$ cat config.mk
export PLATFORM = sky130hd
export DESIGN_NAME = vrfs_regs
export DESIGN_NICKNAME = d
export VERILOG_FILES = /design/src/logic/vrfs_pkg.sv /design/src/logic/vrfs_regs.sv
export SDC_FILE = /design/constraint.sdc
export NUM_CORES = 1
export LEC_CHECK = 0
export CORE_MARGIN = 1
export CORE_UTILIZATION = 25
export CTS_CLUSTER_SIZE = 8
export DETAILED_ROUTE_END_ITERATION = 10
export DONT_BUFFER_PORTS = 1
export HOLD_SLACK_MARGIN = 0.1
export SETUP_SLACK_MARGIN = 0.02
export SKIP_CTS_REPAIR_TIMING = 1
export SLEW_MARGIN = 30
export SYNTH_ARGS = -nofsm -noshare
export SYNTH_HDL_FRONTEND = slang
export SYNTH_SLANG_ARGS = --single-unit
$ cat constraint.sdc
create_clock -name mclk -period 8.3 [get_ports mclk]
set_clock_uncertainty 0.05 [all_clocks]
set_input_delay 0.415 -clock mclk [delete_from_list [all_inputs] [get_ports mclk]]
set_output_delay 0.415 -clock mclk [all_outputs]
set_load 0.005 [all_outputs]
$ cat src/logic/vrfs_pkg.sv
// constants for the regulator fault and status register bank
package vrfs_pkg;
    localparam logic [7:0] OFS_WARN_LIMIT  = 8'h20;
    localparam logic [7:0] OFS_SUMMARY     = 8'h21;
    localparam logic [7:0] OFS_FAULT_MASK  = 8'h22;
    localparam logic [7:0] OFS_FAULT_STAT  = 8'h23;
    localparam logic [7:0] OFS_WARN_STAT   = 8'h24;
    localparam logic [7:0] OFS_IOUT        = 8'h26;
    localparam logic [7:0] OFS_LOCK        = 8'h2a;
    localparam logic [7:0] OFS_RAMP_STAT   = 8'h2b;
    localparam logic [7:0] OFS_RAMP_CFG    = 8'h2c;
    localparam logic [7:0] OFS_LIMIT_STAT  = 8'h2d;
    localparam logic [7:0] OFS_SHED3_STAT  = 8'h3f;
    localparam logic [7:0] OFS_SHED4_STAT  = 8'h41;
    localparam logic [7:0] OFS_SECOND_A    = 8'h46;
    localparam logic [7:0] OFS_SECOND_B    = 8'h47;
    localparam logic [7:0] OFS_VOUT        = 8'h48;
    localparam logic [7:0] OFS_TEMP        = 8'h49;
    localparam logic [7:0] OFS_TEMP_RESP   = 8'h4a;
    localparam logic [7:0] OFS_TSD_CFG     = 8'h4b;
    localparam logic [7:0] OFS_CLEAR       = 8'h52;

    // plain read/write configuration registers
    localparam int         GEN_N = 14;
    localparam logic [7:0] GEN_OFS [GEN_N] = '{8'h3e, 8'h40, 8'h44, 8'h45, 8'h4a, 8'h4b,
        8'h4c, 8'h4d, 8'h4e, 8'h4f, 8'h50, 8'h51, 8'h52, 8'h53};
    localparam logic [7:0] GEN_RST [GEN_N] = '{8'h00, 8'h00, 8'h08, 8'h14, 8'h00, 8'h00,
        8'h00, 8'h00, 8'h00, 8'h00, 8'h00, 8'hff, 8'h00, 8'h00};
    localparam logic [4:0] GEN_NONE = 5'h1f;

    localparam logic [7:0] RST_WARN_LIMIT = 8'hff;
    localparam logic [7:0] RST_ZERO       = 8'h00;

    // summary status bits
    localparam int SUM_TEMP = 7;
    localparam int SUM_TSD  = 6;
    localparam int SUM_OV   = 5;
    localparam int SUM_WARN = 4;
    // fault status and fault mask bits
    localparam int FLT_VIN_UV = 6;
    localparam int FLT_TEMP   = 5;
    localparam int FLT_TSD    = 4;
    localparam int FLT_TOTAL  = 3;
    localparam int FLT_PHASE  = 2;
    localparam int FLT_OV     = 1;
    localparam int FLT_UV     = 0;
    localparam int LOCK_BIT   = 0;
    localparam int RAMP_SEL   = 0;
    localparam int RESP_HICC  = 0;
    localparam int CLR_BIT    = 0;

    // ramp time table, units of 10 us at 1 V reference
    localparam logic [11:0] RAMP_FINE_STEP   = 12'h00f;
    localparam logic [11:0] RAMP_KNEE_TIME   = 12'h064;
    localparam logic [11:0] RAMP_COARSE_STEP = 12'h064;
    localparam logic [3:0]  RAMP_KNEE_CODE   = 4'h6;
    localparam logic [3:0]  RAMP_COARSE_BASE = 4'h5;
    localparam logic [11:0] RAMP_LOW_NUM     = 12'h004;
    localparam logic [11:0] RAMP_LOW_DEN     = 12'h005;
endpackage

$ cat src/logic/vrfs_regs.sv
// fault, status, lock and soft-start register bank of the regulator controller
`timescale 1ns/1ps
//
// Overview of operation
// - readback above warning limit (reset 0xff) sets warning flag and raises alert
// - summary: bit7 temp monitor, bit6 shutdown, bit5 overvoltage, bit4 current warning
// - mask bits 6,1,0 stop latch-off but fault still recorded
// - mask bits 5,4 stop latch-off and hiccup, bit 3 stops latch-off (no hiccup path), but fault still recorded
// - mask bit 2 switches off per-phase current limiting entirely
// - fault status bits 6..0 flag each fault; bit 7 reserved
// - warning status bit 0 set when current exceeds warning limit
// - current readback is 8-bit code, all ones means 2 V full scale
// - lock bit 0 makes lockable registers read-only until power cycle
// - strapped ramp code captured into ramp status at power-on
// - ramp config holds host-writable 4-bit code in bits 3:0
// - register ramp code used only when second-function select bit set
// - with reference_low clear, codes map 0.15 ms steps to 0.9 ms, then 1 ms steps to 10 ms
// - limit status takes strapped threshold at power-on, then per-phase limit bits
module vrfs_regs
    import vrfs_pkg::*;
#(
    parameter int PHASES = 8
) (
    input  wire logic              mclk,
    input  wire logic              rst,
    input  wire logic [7:0]        reg_addr,
    input  wire logic              reg_wr,
    input  wire logic [7:0]        reg_wdata,
    input  wire logic              reg_rd,
    output logic      [7:0]        reg_rdata,
    input  wire logic [7:0]        current_adc,
    input  wire logic [7:0]        voltage_adc,
    input  wire logic [7:0]        stage_temp_adc,
    input  wire logic [3:0]        ramp_strap_code,
    input  wire logic [7:0]        limit_strap_code,
    input  wire logic              reference_low,
    input  wire logic              stage_temperature_monitor_trip,
    input  wire logic              thermal_shutdown_trip,
    input  wire logic              total_current_limit_trip,
    input  wire logic              input_undervoltage_trip,
    input  wire logic              overvoltage_protection_trip,
    input  wire logic              undervoltage_protection_trip,
    input  wire logic [PHASES-1:0] per_phase_limit_trip,
    output logic                   alert,
    output logic                   latch_off,
    output logic                   hiccup,
    output logic                   phase_current_limiting_en,
    output logic      [3:0]        ramp_code,
    output logic      [11:0]       ramp_time_10us
);
    import vrfs_pkg::*;

    localparam int EV_N = PHASES + 6;
    localparam int E_UV = 0;
    localparam int E_OV = 1;
    localparam int E_TM = 2;
    localparam int E_TS = 3;
    localparam int E_TC = 4;
    localparam int E_VI = 5;
    localparam int E_PH = 6;

    typedef struct packed {
        logic [EV_N-1:0]     s1;
        logic [EV_N-1:0]     s2;
        logic [EV_N-1:0]     s3;
        logic [EV_N-1:0]     evt;
        logic [7:0]          warn_limit;
        logic [7:0]          fmask;
        logic                lock;
        logic [3:0]          ramp_cfg;
        logic [7:0]          second_a;
        logic [7:0]          second_b;
        logic [GEN_N-1:0][7:0] gen;
        logic [7:0]          iout;
        logic [7:0]          summary;
        logic [7:0]          fault;
        logic                warn;
        logic [7:0]          plim;
        logic [3:0]          ramp_strap;
        logic                init;
        logic                latch;
        logic                hicc;
        logic                alert;
        logic                phase_en;
        logic [7:0]          rdata;
        logic [3:0]          ramp;
        logic [11:0]         ramp_time;
    } vrfs_state_s;

    vrfs_state_s st_q;
    vrfs_state_s st_d;

    ////////////////////////////////////////////////////////////////////////////
    // helpers

    function automatic logic [4:0] gen_index(input logic [7:0] a);
        gen_index = GEN_NONE;
        for (int i = 0; i < GEN_N; i++) begin
            if (GEN_OFS[i] == a) begin
                gen_index = 5'(i);
            end
        end
    endfunction

    // ramp duration in 10 us units
    function automatic logic [11:0] ramp_time_of(input logic [3:0] c, input logic low);
        logic [11:0] t;
        t = 12'h000;
        if (c < RAMP_KNEE_CODE) begin
            t = 12'(({8'h00, c} + 12'h001) * RAMP_FINE_STEP);
        end else if (c == RAMP_KNEE_CODE) begin
            t = RAMP_KNEE_TIME;
        end else begin
            t = 12'({8'h00, c - RAMP_COARSE_BASE} * RAMP_COARSE_STEP);
        end
        if (low) begin
            t = 12'((t * RAMP_LOW_NUM) / RAMP_LOW_DEN);
        end
        ramp_time_of = t;
    endfunction

    logic [EV_N-1:0] trip_in;
    assign trip_in = {per_phase_limit_trip, input_undervoltage_trip, total_current_limit_trip,
                      thermal_shutdown_trip, stage_temperature_monitor_trip,
                      overvoltage_protection_trip, undervoltage_protection_trip};

    logic            wr_ok;
    logic [4:0]      gidx;
    logic            latch_evt;
    logic            hicc_evt;
    logic            clr;
    logic [7:0]      fault_set;
    logic [7:0]      plim_set;

    ////////////////////////////////////////////////////////////////////////////
    // next state

    always_comb begin
        st_d  = st_q;
        gidx  = gen_index(reg_addr);
        wr_ok = reg_wr && !st_q.lock;
        clr   = reg_wr && (reg_addr == OFS_CLEAR) && reg_wdata[CLR_BIT];

        // three-stage pin synchroniser, change taken when stages two and three agree
        st_d.s1 = trip_in;
        st_d.s2 = st_q.s1;
        st_d.s3 = st_q.s2;
        for (int i = 0; i < EV_N; i++) begin
            if (st_q.s2[i] == st_q.s3[i]) begin
                st_d.evt[i] = st_q.s3[i];
            end
        end

        st_d.iout = current_adc;

        // power-on capture of straps
        st_d.init = 1'b1;
        if (!st_q.init) begin
            st_d.ramp_strap = ramp_strap_code;
            st_d.plim       = limit_strap_code;
        end

        // fault recording, mask hides only the per-phase limit record (mask bit 2)
        fault_set = 8'h00;
        fault_set[FLT_VIN_UV] = st_q.evt[E_VI];
        fault_set[FLT_TEMP]   = st_q.evt[E_TM];
        fault_set[FLT_TSD]    = st_q.evt[E_TS];
        fault_set[FLT_TOTAL]  = st_q.evt[E_TC];
        fault_set[FLT_PHASE]  = |st_q.evt[EV_N-1:E_PH] && !st_q.fmask[FLT_PHASE];
        fault_set[FLT_OV]     = st_q.evt[E_OV];
        fault_set[FLT_UV]     = st_q.evt[E_UV];
        plim_set = st_q.fmask[FLT_PHASE] ? 8'h00 : 8'(st_q.evt[EV_N-1:E_PH]);

        // set wins over clear
        if (st_q.init) begin
            st_d.fault = ((clr ? 8'h00 : st_q.fault) | fault_set);
            st_d.plim  = ((clr ? 8'h00 : st_q.plim) | plim_set);
            st_d.summary = clr ? 8'h00 : st_q.summary;
            st_d.summary[SUM_TEMP] = st_d.summary[SUM_TEMP] | st_q.evt[E_TM];
            st_d.summary[SUM_TSD]  = st_d.summary[SUM_TSD] | st_q.evt[E_TS];
            st_d.summary[SUM_OV]   = st_d.summary[SUM_OV] | st_q.evt[E_OV];
            st_d.summary[SUM_WARN] = st_d.summary[SUM_WARN]
                                     | (st_q.iout > st_q.warn_limit);
            st_d.warn = (st_q.warn && !clr) | (st_q.iout > st_q.warn_limit);
        end
        st_d.alert = st_q.summary[SUM_WARN];

        // fault response: latch or hiccup unless masked
        latch_evt = (st_q.evt[E_VI] && !st_q.fmask[FLT_VIN_UV])
                  | (st_q.evt[E_OV] && !st_q.fmask[FLT_OV])
                  | (st_q.evt[E_UV] && !st_q.fmask[FLT_UV])
                  | (st_q.evt[E_TC] && !st_q.fmask[FLT_TOTAL])
                  | (st_q.evt[E_TM] && !st_q.fmask[FLT_TEMP] && !st_q.gen[4][RESP_HICC])
                  | (st_q.evt[E_TS] && !st_q.fmask[FLT_TSD] && !st_q.gen[5][RESP_HICC]);
        hicc_evt  = (st_q.evt[E_TM] && !st_q.fmask[FLT_TEMP] && st_q.gen[4][RESP_HICC])
                  | (st_q.evt[E_TS] && !st_q.fmask[FLT_TSD] && st_q.gen[5][RESP_HICC]);
        st_d.latch    = st_q.latch | latch_evt;
        st_d.hicc     = hicc_evt;
        st_d.phase_en = !st_q.fmask[FLT_PHASE];

        // soft-start source select
        st_d.ramp = st_q.second_a[RAMP_SEL] ? st_q.ramp_cfg : st_q.ramp_strap;
        st_d.ramp_time = ramp_time_of(st_q.ramp, reference_low);

        // host writes
        if (wr_ok) begin
            case (reg_addr)
                OFS_WARN_LIMIT: begin
                    st_d.warn_limit = reg_wdata;
                end
                OFS_FAULT_MASK: begin
                    st_d.fmask = reg_wdata;
                end
                OFS_LOCK: begin
                    st_d.lock = reg_wdata[LOCK_BIT];
                end
                OFS_RAMP_CFG: begin
                    st_d.ramp_cfg = reg_wdata[3:0];
                end
                OFS_SECOND_A: begin
                    st_d.second_a = reg_wdata;
                end
                OFS_SECOND_B: begin
                    st_d.second_b = reg_wdata;
                end
                default: begin
                    if (gidx != GEN_NONE) begin
                        st_d.gen[gidx] = reg_wdata;
                    end
                end
            endcase
        end
        if (reg_wr && st_q.lock && reg_addr == OFS_CLEAR) begin
            st_d.gen[12] = reg_wdata;
        end

        // host reads, answer one cycle later
        if (reg_rd) begin
            case (reg_addr)
                OFS_WARN_LIMIT: st_d.rdata = st_q.warn_limit;
                OFS_SUMMARY:    st_d.rdata = {st_q.summary[7:4], 4'h0};
                OFS_FAULT_MASK: st_d.rdata = st_q.fmask;
                OFS_FAULT_STAT: st_d.rdata = {1'b0, st_q.fault[6:0]};
                OFS_WARN_STAT:  st_d.rdata = {7'h00, st_q.warn};
                OFS_IOUT:       st_d.rdata = st_q.iout;
                OFS_LOCK:       st_d.rdata = {7'h00, st_q.lock};
                OFS_RAMP_STAT:  st_d.rdata = {4'h0, st_q.ramp_strap};
                OFS_RAMP_CFG:   st_d.rdata = {4'h0, st_q.ramp_cfg};
                OFS_LIMIT_STAT: st_d.rdata = st_q.plim;
                OFS_SECOND_A:   st_d.rdata = st_q.second_a;
                OFS_SECOND_B:   st_d.rdata = st_q.second_b;
                OFS_VOUT:       st_d.rdata = voltage_adc;
                OFS_TEMP:       st_d.rdata = stage_temp_adc;
                default: begin
                    st_d.rdata = (gidx != GEN_NONE) ? st_q.gen[gidx] : RST_ZERO;
                end
            endcase
        end
    end

    ////////////////////////////////////////////////////////////////////////////
    // state register

    always_ff @(posedge mclk or posedge rst) begin
        if (rst) begin
            st_q            <= '0;
            st_q.warn_limit <= RST_WARN_LIMIT;
            st_q.phase_en   <= 1'b1;
            for (int i = 0; i < GEN_N; i++) begin
                st_q.gen[i] <= GEN_RST[i];
            end
        end else begin
            st_q <= st_d;
        end
    end

    assign reg_rdata                 = st_q.rdata;
    assign alert                     = st_q.alert;
    assign latch_off                 = st_q.latch;
    assign hiccup                    = st_q.hicc;
    assign phase_current_limiting_en = st_q.phase_en;
    assign ramp_code                 = st_q.ramp;
    assign ramp_time_10us            = st_q.ramp_time;
endmodule
==> results_dict.tcl, run 1 <==
set metrics [dict create \
    fin_cells 2035 \
    crit_fanout 17 \
    ys_ff_latch 265 \
    synth.distinct_cells 88 \
    syn_avg_cell_area_um2 10.6 \
    p_total_mw 4.80 \
    r2r-start "ramp_code[1]" \
    fin_nets 1420 \
    vias 10400 \
    drt_iter0_drc 946 \
    min_from "voltage_adc[4]" \
    grt_max_degree 114 \
    rows 85 \
    place_hpwl_um 26500 \
    grt_first_pass_wirelength_um 59600 \
    synth_most_common_cell "dfrtp_1" \
    dpl_cell_area_mm2 0.0142 \
    ant_nets 0 \
    rsz0062_at_grt "false" \
    critPathLaunchType "flop" \
    cp-end-kind "flop" \
    synthCells 1294 \
    post-route-drc-count 0 \
    yosys-top-cells-count "245 x dfrtp_1, 178 x nand2_1, 155 x mux2_2" \
    fp.dieW_um 236 \
    wl_per_cell_um 19.0 \
    io_buffers 0 \
    overflow 0 \
    antenna_found_initial 1 \
    tns_ps 0 \
    worstPathRequired_ps 8670 \
    syn2layout_area_growth_pct 16.3 \
    period_share 0.942 \
    endpoint "ramp_time_10us[0]" \
    arrival_ps 8180 \
    cts_tree "done" \
    seqPwrFrac 0.304 \
    async_flop_share 1.00 \
    ioPinCount 99 \
    p_comb_frac 0.381 \
    r2r_end "ramp_time_10us[0]" \
    cts-root-buf "clkbuf_16" \
    netSwitchingFraction 0.368 \
    htree_num_levels 2 \
    vdd_drop_max_uv 175 \
    clkSlewWorstSetupHoldPaths_ps 60 \
    cts_buffers 39 \
    worst_slack_ps 481 \
    internal_power_mw 3.03 \
    wl_um 38700 \
    syn_nets 1404 \
    syn_area_mm2 0.0137 \
    p_leak_nw 6.87 \
    dp_cells 1917 \
    core_mm2 0.0539 \
    post-route-util 0.295 \
    ys_warn_count 0 \
    drv_slew 0 \
    period_needed_ps 7820 \
    dieArea_mm2 0.0556 \
    min_path_type "in2reg" \
    drive_gt1_frac 0.202 \
    viasPerCell 5.11 \
    final_area_mm2 0.0159 \
    finalSetupViolCount 0 \
    tightest_slew_ps 998 \
    synth_edf_count 0 \
    clockBufferDepth 3 \
    dr.pass1.iters 8 \
    synth.area.top_cells "dfrtp_1 45%, mux2_2 13%, nand2_1 4.9%" \
    crit_top_cell "ha_1" \
    synth_top_cell_by_area "dfrtp_1" \
    worstSetupPathType "reg2reg" \
    switchingPower_mw 1.77 \
    power_frac_clock 0.315 \
    first_global_vias 10000 \
    ys_seq_area_frac 0.487 \
    initial_utilization 0.254 \
    cp_slowest_cell "or4_4" \
    status "finished clean" \
    setup.worst_path.start "ramp_code[1]" \
    gr-usage-all-layers 0.137 \
    dp_slack_ps 501 \
    synth_top_area_frac 0.449 \
    rrSetupSlack_ps 480 \
    max_slew_margin 0.332 \
    whs_ps 85.9 \
    routabilityCongestion 0.843 \
    pwr_density_cell_mw_per_mm2 302 \
    clock_sinks 265 \
    synthFlopType "dfrtp_1" \
    die_y_um 236 \
    clock_latency_ps 540 \
    fmax_mhz 128 \
    maxCapViolCount 0 \
    finalHoldViolCount 0 \
    slowest_delay_ps 600 \
    rr_worst_depth 28 \
]
state kept, by name, summed over array words and instances (netlist names):
name                       count
alert                          1
fault_set                      6
hiccup                         1
latch_off                      1
phase_current_limiting_en      1
ramp_code                      4
ramp_time_10us                11
reg_rdata                      8
st_d                          29
st_q                         203
routing by layer:
layer  global-route usage  part of all wire  up-vias
met5                    0                 0        -
met4               0.0418             0.020        0
met3               0.0365             0.070       49
met2                0.217              0.47      329
met1                0.181              0.44     5326
li1                     -                 -     4696
cell families (layout without fill, tap and decap cells):
| logic type | count (synthesis) | after routing | synth area share |
|---|---|---|---|
| DFF | 265 | 265 | 0.487 |
| other | 2 | 3 | 0.000549 |
| AOI/OAI and AO/OA | 248 | 248 | 0.135 |
| and+or+nand+nor | 421 | 421 | 0.144 |
| buffers and inverters | 131 | 175 | 0.0450 |
| muxes | 158 | 158 | 0.130 |
| adders and majority gates | 53 | 53 | 0.0481 |
| xor gates and xnor gates | 16 | 16 | 0.0103 |
worst max-delay path: cells and delay by family, from the launching register on:
family                   cells  cell delay (ps)
AO/OA/AOI/OAI                9             2100
XOR/XNOR                     3              760
adder cells (fa/ha/maj)      6             1970
buffers and inverters        1               40
flip-flops                   1              580
multiplexers                 1              340
AND/OR/NAND/NOR              8             1840
worst min-delay path by stage:
stage	end	slack [ps]	cells after the start
global placement	st_d[235]	280	0
detailed placement	st_d[238]	290	0
CTS	ramp_time_10us[0]	-180	1
global route	reg_rdata[4]	100	2
finish	reg_rdata[4]	90	2
floorplan	st_d[229]	280	0
layout by cell type, fill, tap and decap left out, drive strengths merged, types with 6 or more instances in the layout:
master | synthesis | final
a22o | 11 | 11
nand4 | 14 | 14
maj3 | 14 | 14
a31oi | 19 | 19
a221oi | 11 | 11
a211o | 8 | 8
dfrtp | 245 | 245
inv | 40 | 43
nor3 | 21 | 21
dfstp | 20 | 20
nand2b | 10 | 10
clkbuf | 50 | 65
a21oi | 55 | 55
a211oi | 6 | 6
nand3 | 63 | 63
o21ai | 23 | 23
and2 | 7 | 7
ha | 35 | 35
a222oi | 12 | 12
nor2b | 9 | 9
buf | 41 | 18
or3 | 7 | 7
dlygate4sd3 | 0 | 48
a21o | 13 | 13
mux2 | 156 | 156
o22ai | 17 | 17
o31ai | 6 | 6
nor2 | 69 | 69
and3 | 14 | 14
nand2 | 179 | 179
xnor2 | 11 | 11
a22oi | 20 | 20
o211ai | 6 | 6
power by group through the flow:
stage / combinational (mW) / sequential (mW) / clock [mW]
2_1_floorplan: 1.49 / 1.44 / 0
3_3_place_gp: 1.71 / 1.47 / 0
3_5_place_dp: 1.76 / 1.48 / 0
4_1_cts: 1.76 / 1.46 / 1.56
5_1_grt: 2.00 / 1.47 / 1.61
6_report: 1.83 / 1.46 / 1.51
final cells by class:
cell class | instances | area (um2)
antenna | 1 | 2.50
clock buffer | 65 | 1080
clock inverter | 4 | 78.8
fill | 5498 | 38000
inverter | 40 | 158
multi-input combinational | 898 | 6430
sequential | 265 | 6660
tap | 696 | 871
timing repair buffer | 66 | 623
Note: power is estimated with default switching activity, not from simulation.
==> run 2: changes to the inputs <==
Clock period 8.3 ns to 7.65 ns, I/O delays scaled along.
==> run 2 against run 1 <==
Against the previous run:
- hold slack worse by 3.4 ps
- first-iteration DRC count down 8.5%
- cell area up 1.5%
- count of clock-buffer cells in the layout down 3
- critical path type unchanged
- largest power group unchanged
- highest routed layer unchanged
==> results_dict.tcl, run 2 (synthesis gave the netlist of run 1 again) <==
set metrics [dict create \
    internal_power_mw 3.37 \
    final_cell_mix "244 x dfrtp_1, 178 x nand2_1, 155 x mux2_2, 69 x nor2_1, 61 x nand3_1" \
    min_path_cells 2 \
    switchingPower_mw 1.97 \
    vias 10400 \
    top_register "st_q" \
    dr.pass1.iters 5 \
    largest_reg_flops 203 \
    finalSetupViolCount 0 \
    worstPathRequired_ps 8020 \
    viasPerCell 5.08 \
    period_needed_ps 7240 \
    vdd_drop_max_uv 189 \
    crit_top_cell "ha_1" \
    clock_sinks 265 \
    p_leak_nw 6.97 \
    antenna_found_initial 1 \
    tightest_slew_ps 948 \
    r2r_end "ramp_time_10us[0]" \
    critPathLaunchType "flop" \
    power_frac_clock 0.301 \
    grt_max_degree 79 \
    maxCapViolCount 0 \
    io_buffers 0 \
    fmax_mhz 138 \
    final_area_mm2 0.0161 \
    overflow 0 \
    dpl_cell_area_mm2 0.0143 \
    drive_gt1_frac 0.220 \
    r2r-start "ramp_code[0]" \
    whs_endpoint "reg_rdata[4]" \
    wl_um 39200 \
    ioPinCount 99 \
    slowest_delay_ps 570 \
    rows 85 \
    netSwitchingFraction 0.369 \
    cts_buffers 39 \
    wl_per_cell_um 19.1 \
    clkSlewWorstSetupHoldPaths_ps 60 \
    min_from "stage_temp_adc[4]" \
    cp_slowest_cell "or4_4" \
    pwr_density_cell_mw_per_mm2 331 \
    htree_num_levels 2 \
    routabilityCongestion 0.829 \
    status "finished clean" \
    grt_first_pass_wirelength_um 60200 \
    tns_ps 0 \
    post-route-drc-count 0 \
    min_path_type "in2reg" \
    drv_slew 0 \
    final_common_cell "dfrtp_1" \
    drt_iter0_drc 866 \
    syn2layout_area_growth_pct 18.1 \
    seqPwrFrac 0.295 \
    cp-end-kind "flop" \
    cts_tree "done" \
    die_y_um 236 \
    arrival_ps 7610 \
    period_share 0.946 \
    ant_nets 0 \
    fin_nets 1438 \
    cp.buffers_inverters 3 \
    cts-root-buf "clkbuf_16" \
    first_global_vias 10300 \
    max_slew_margin 0.366 \
    gr-usage-all-layers 0.138 \
    rr_worst_depth 29 \
    initial_utilization 0.254 \
    crit_fanout 7 \
    place_hpwl_um 26600 \
    clockBufferDepth 3 \
    rrSetupSlack_ps 410 \
    fp.dieW_um 236 \
    p_comb_frac 0.404 \
    core_mm2 0.0539 \
    dieArea_mm2 0.0556 \
    clock_latency_ps 550 \
    worstSetupPathType "reg2reg" \
    finalHoldViolCount 0 \
    cp_top_family "compound AO/OA/AOI/OAI gates" \
]
run 2: final cells by class:
cell class | count | area, um2
timing repair buffer | 84 | 777
tap | 696 | 871
inverter | 40 | 154
fill | 5448 | 37800
antenna | 1 | 2.50
clock buffer | 62 | 1100
clock inverter | 3 | 30.0
sequential | 265 | 6660
multi-input combinational | 898 | 6550
run 2: worst max-delay path by stage:
stage / start / endpoint / slack [ps] / cells past startpoint
floorplan: ramp_code[0] / ramp_time_10us[0] / 860 / 26
global placement: ramp_code[0] / ramp_time_10us[0] / 250 / 28
detailed placement: ramp_code[0] / ramp_time_10us[0] / 30 / 26
CTS: ramp_code[0] / ramp_time_10us[0] / 9 / 28
global route: ramp_code[0] / ramp_time_10us[0] / -7 / 29
finish: ramp_code[0] / ramp_time_10us[0] / 410 / 29
run 2: power groups by stage:
stage               Sequential, mW  Clock [mW]  Combinational [mW]
floorplan                     1.57           0                1.62
global placement              1.60           0                1.86
detailed placement            1.60           0                1.90
CTS                           1.58        1.64                1.91
global route                  1.59        1.71                2.38
finish                        1.58        1.61                2.16
run 2: worst register-to-register path, delay by kind of cell (launching register included):
family	cells	cell delay, ps
xor+xnor	3	630
compound gates	9	1970
simple gates	8	1720
flops	1	460
mux	1	330
buf+inv	3	280
fa+ha+maj	5	1690
run 2: layer usage:
metal  vias to the layer above  GRT usage  wire, um
li1                       4730          -         -
met1                      5286      0.184     17800
met2                       342      0.216     17800
met3                        55     0.0358      2760
met4                         0     0.0491       887
met5                         -          0         0
run 2: metrics by stage:
stage	total power [mW]	instances	setup slack, ps	util	hold WS [ps]
2_1_floorplan	3.18	1294	861	-	281
5_1_grt	5.67	2049	-7.34	0.299	105
4_1_cts	5.13	1988	9.18	0.286	-207
3_3_place_gp	3.46	1923	247	0.265	288
3_5_place_dp	3.50	1923	25.1	0.265	286
6_report	5.34	2049	414	0.299	82.5
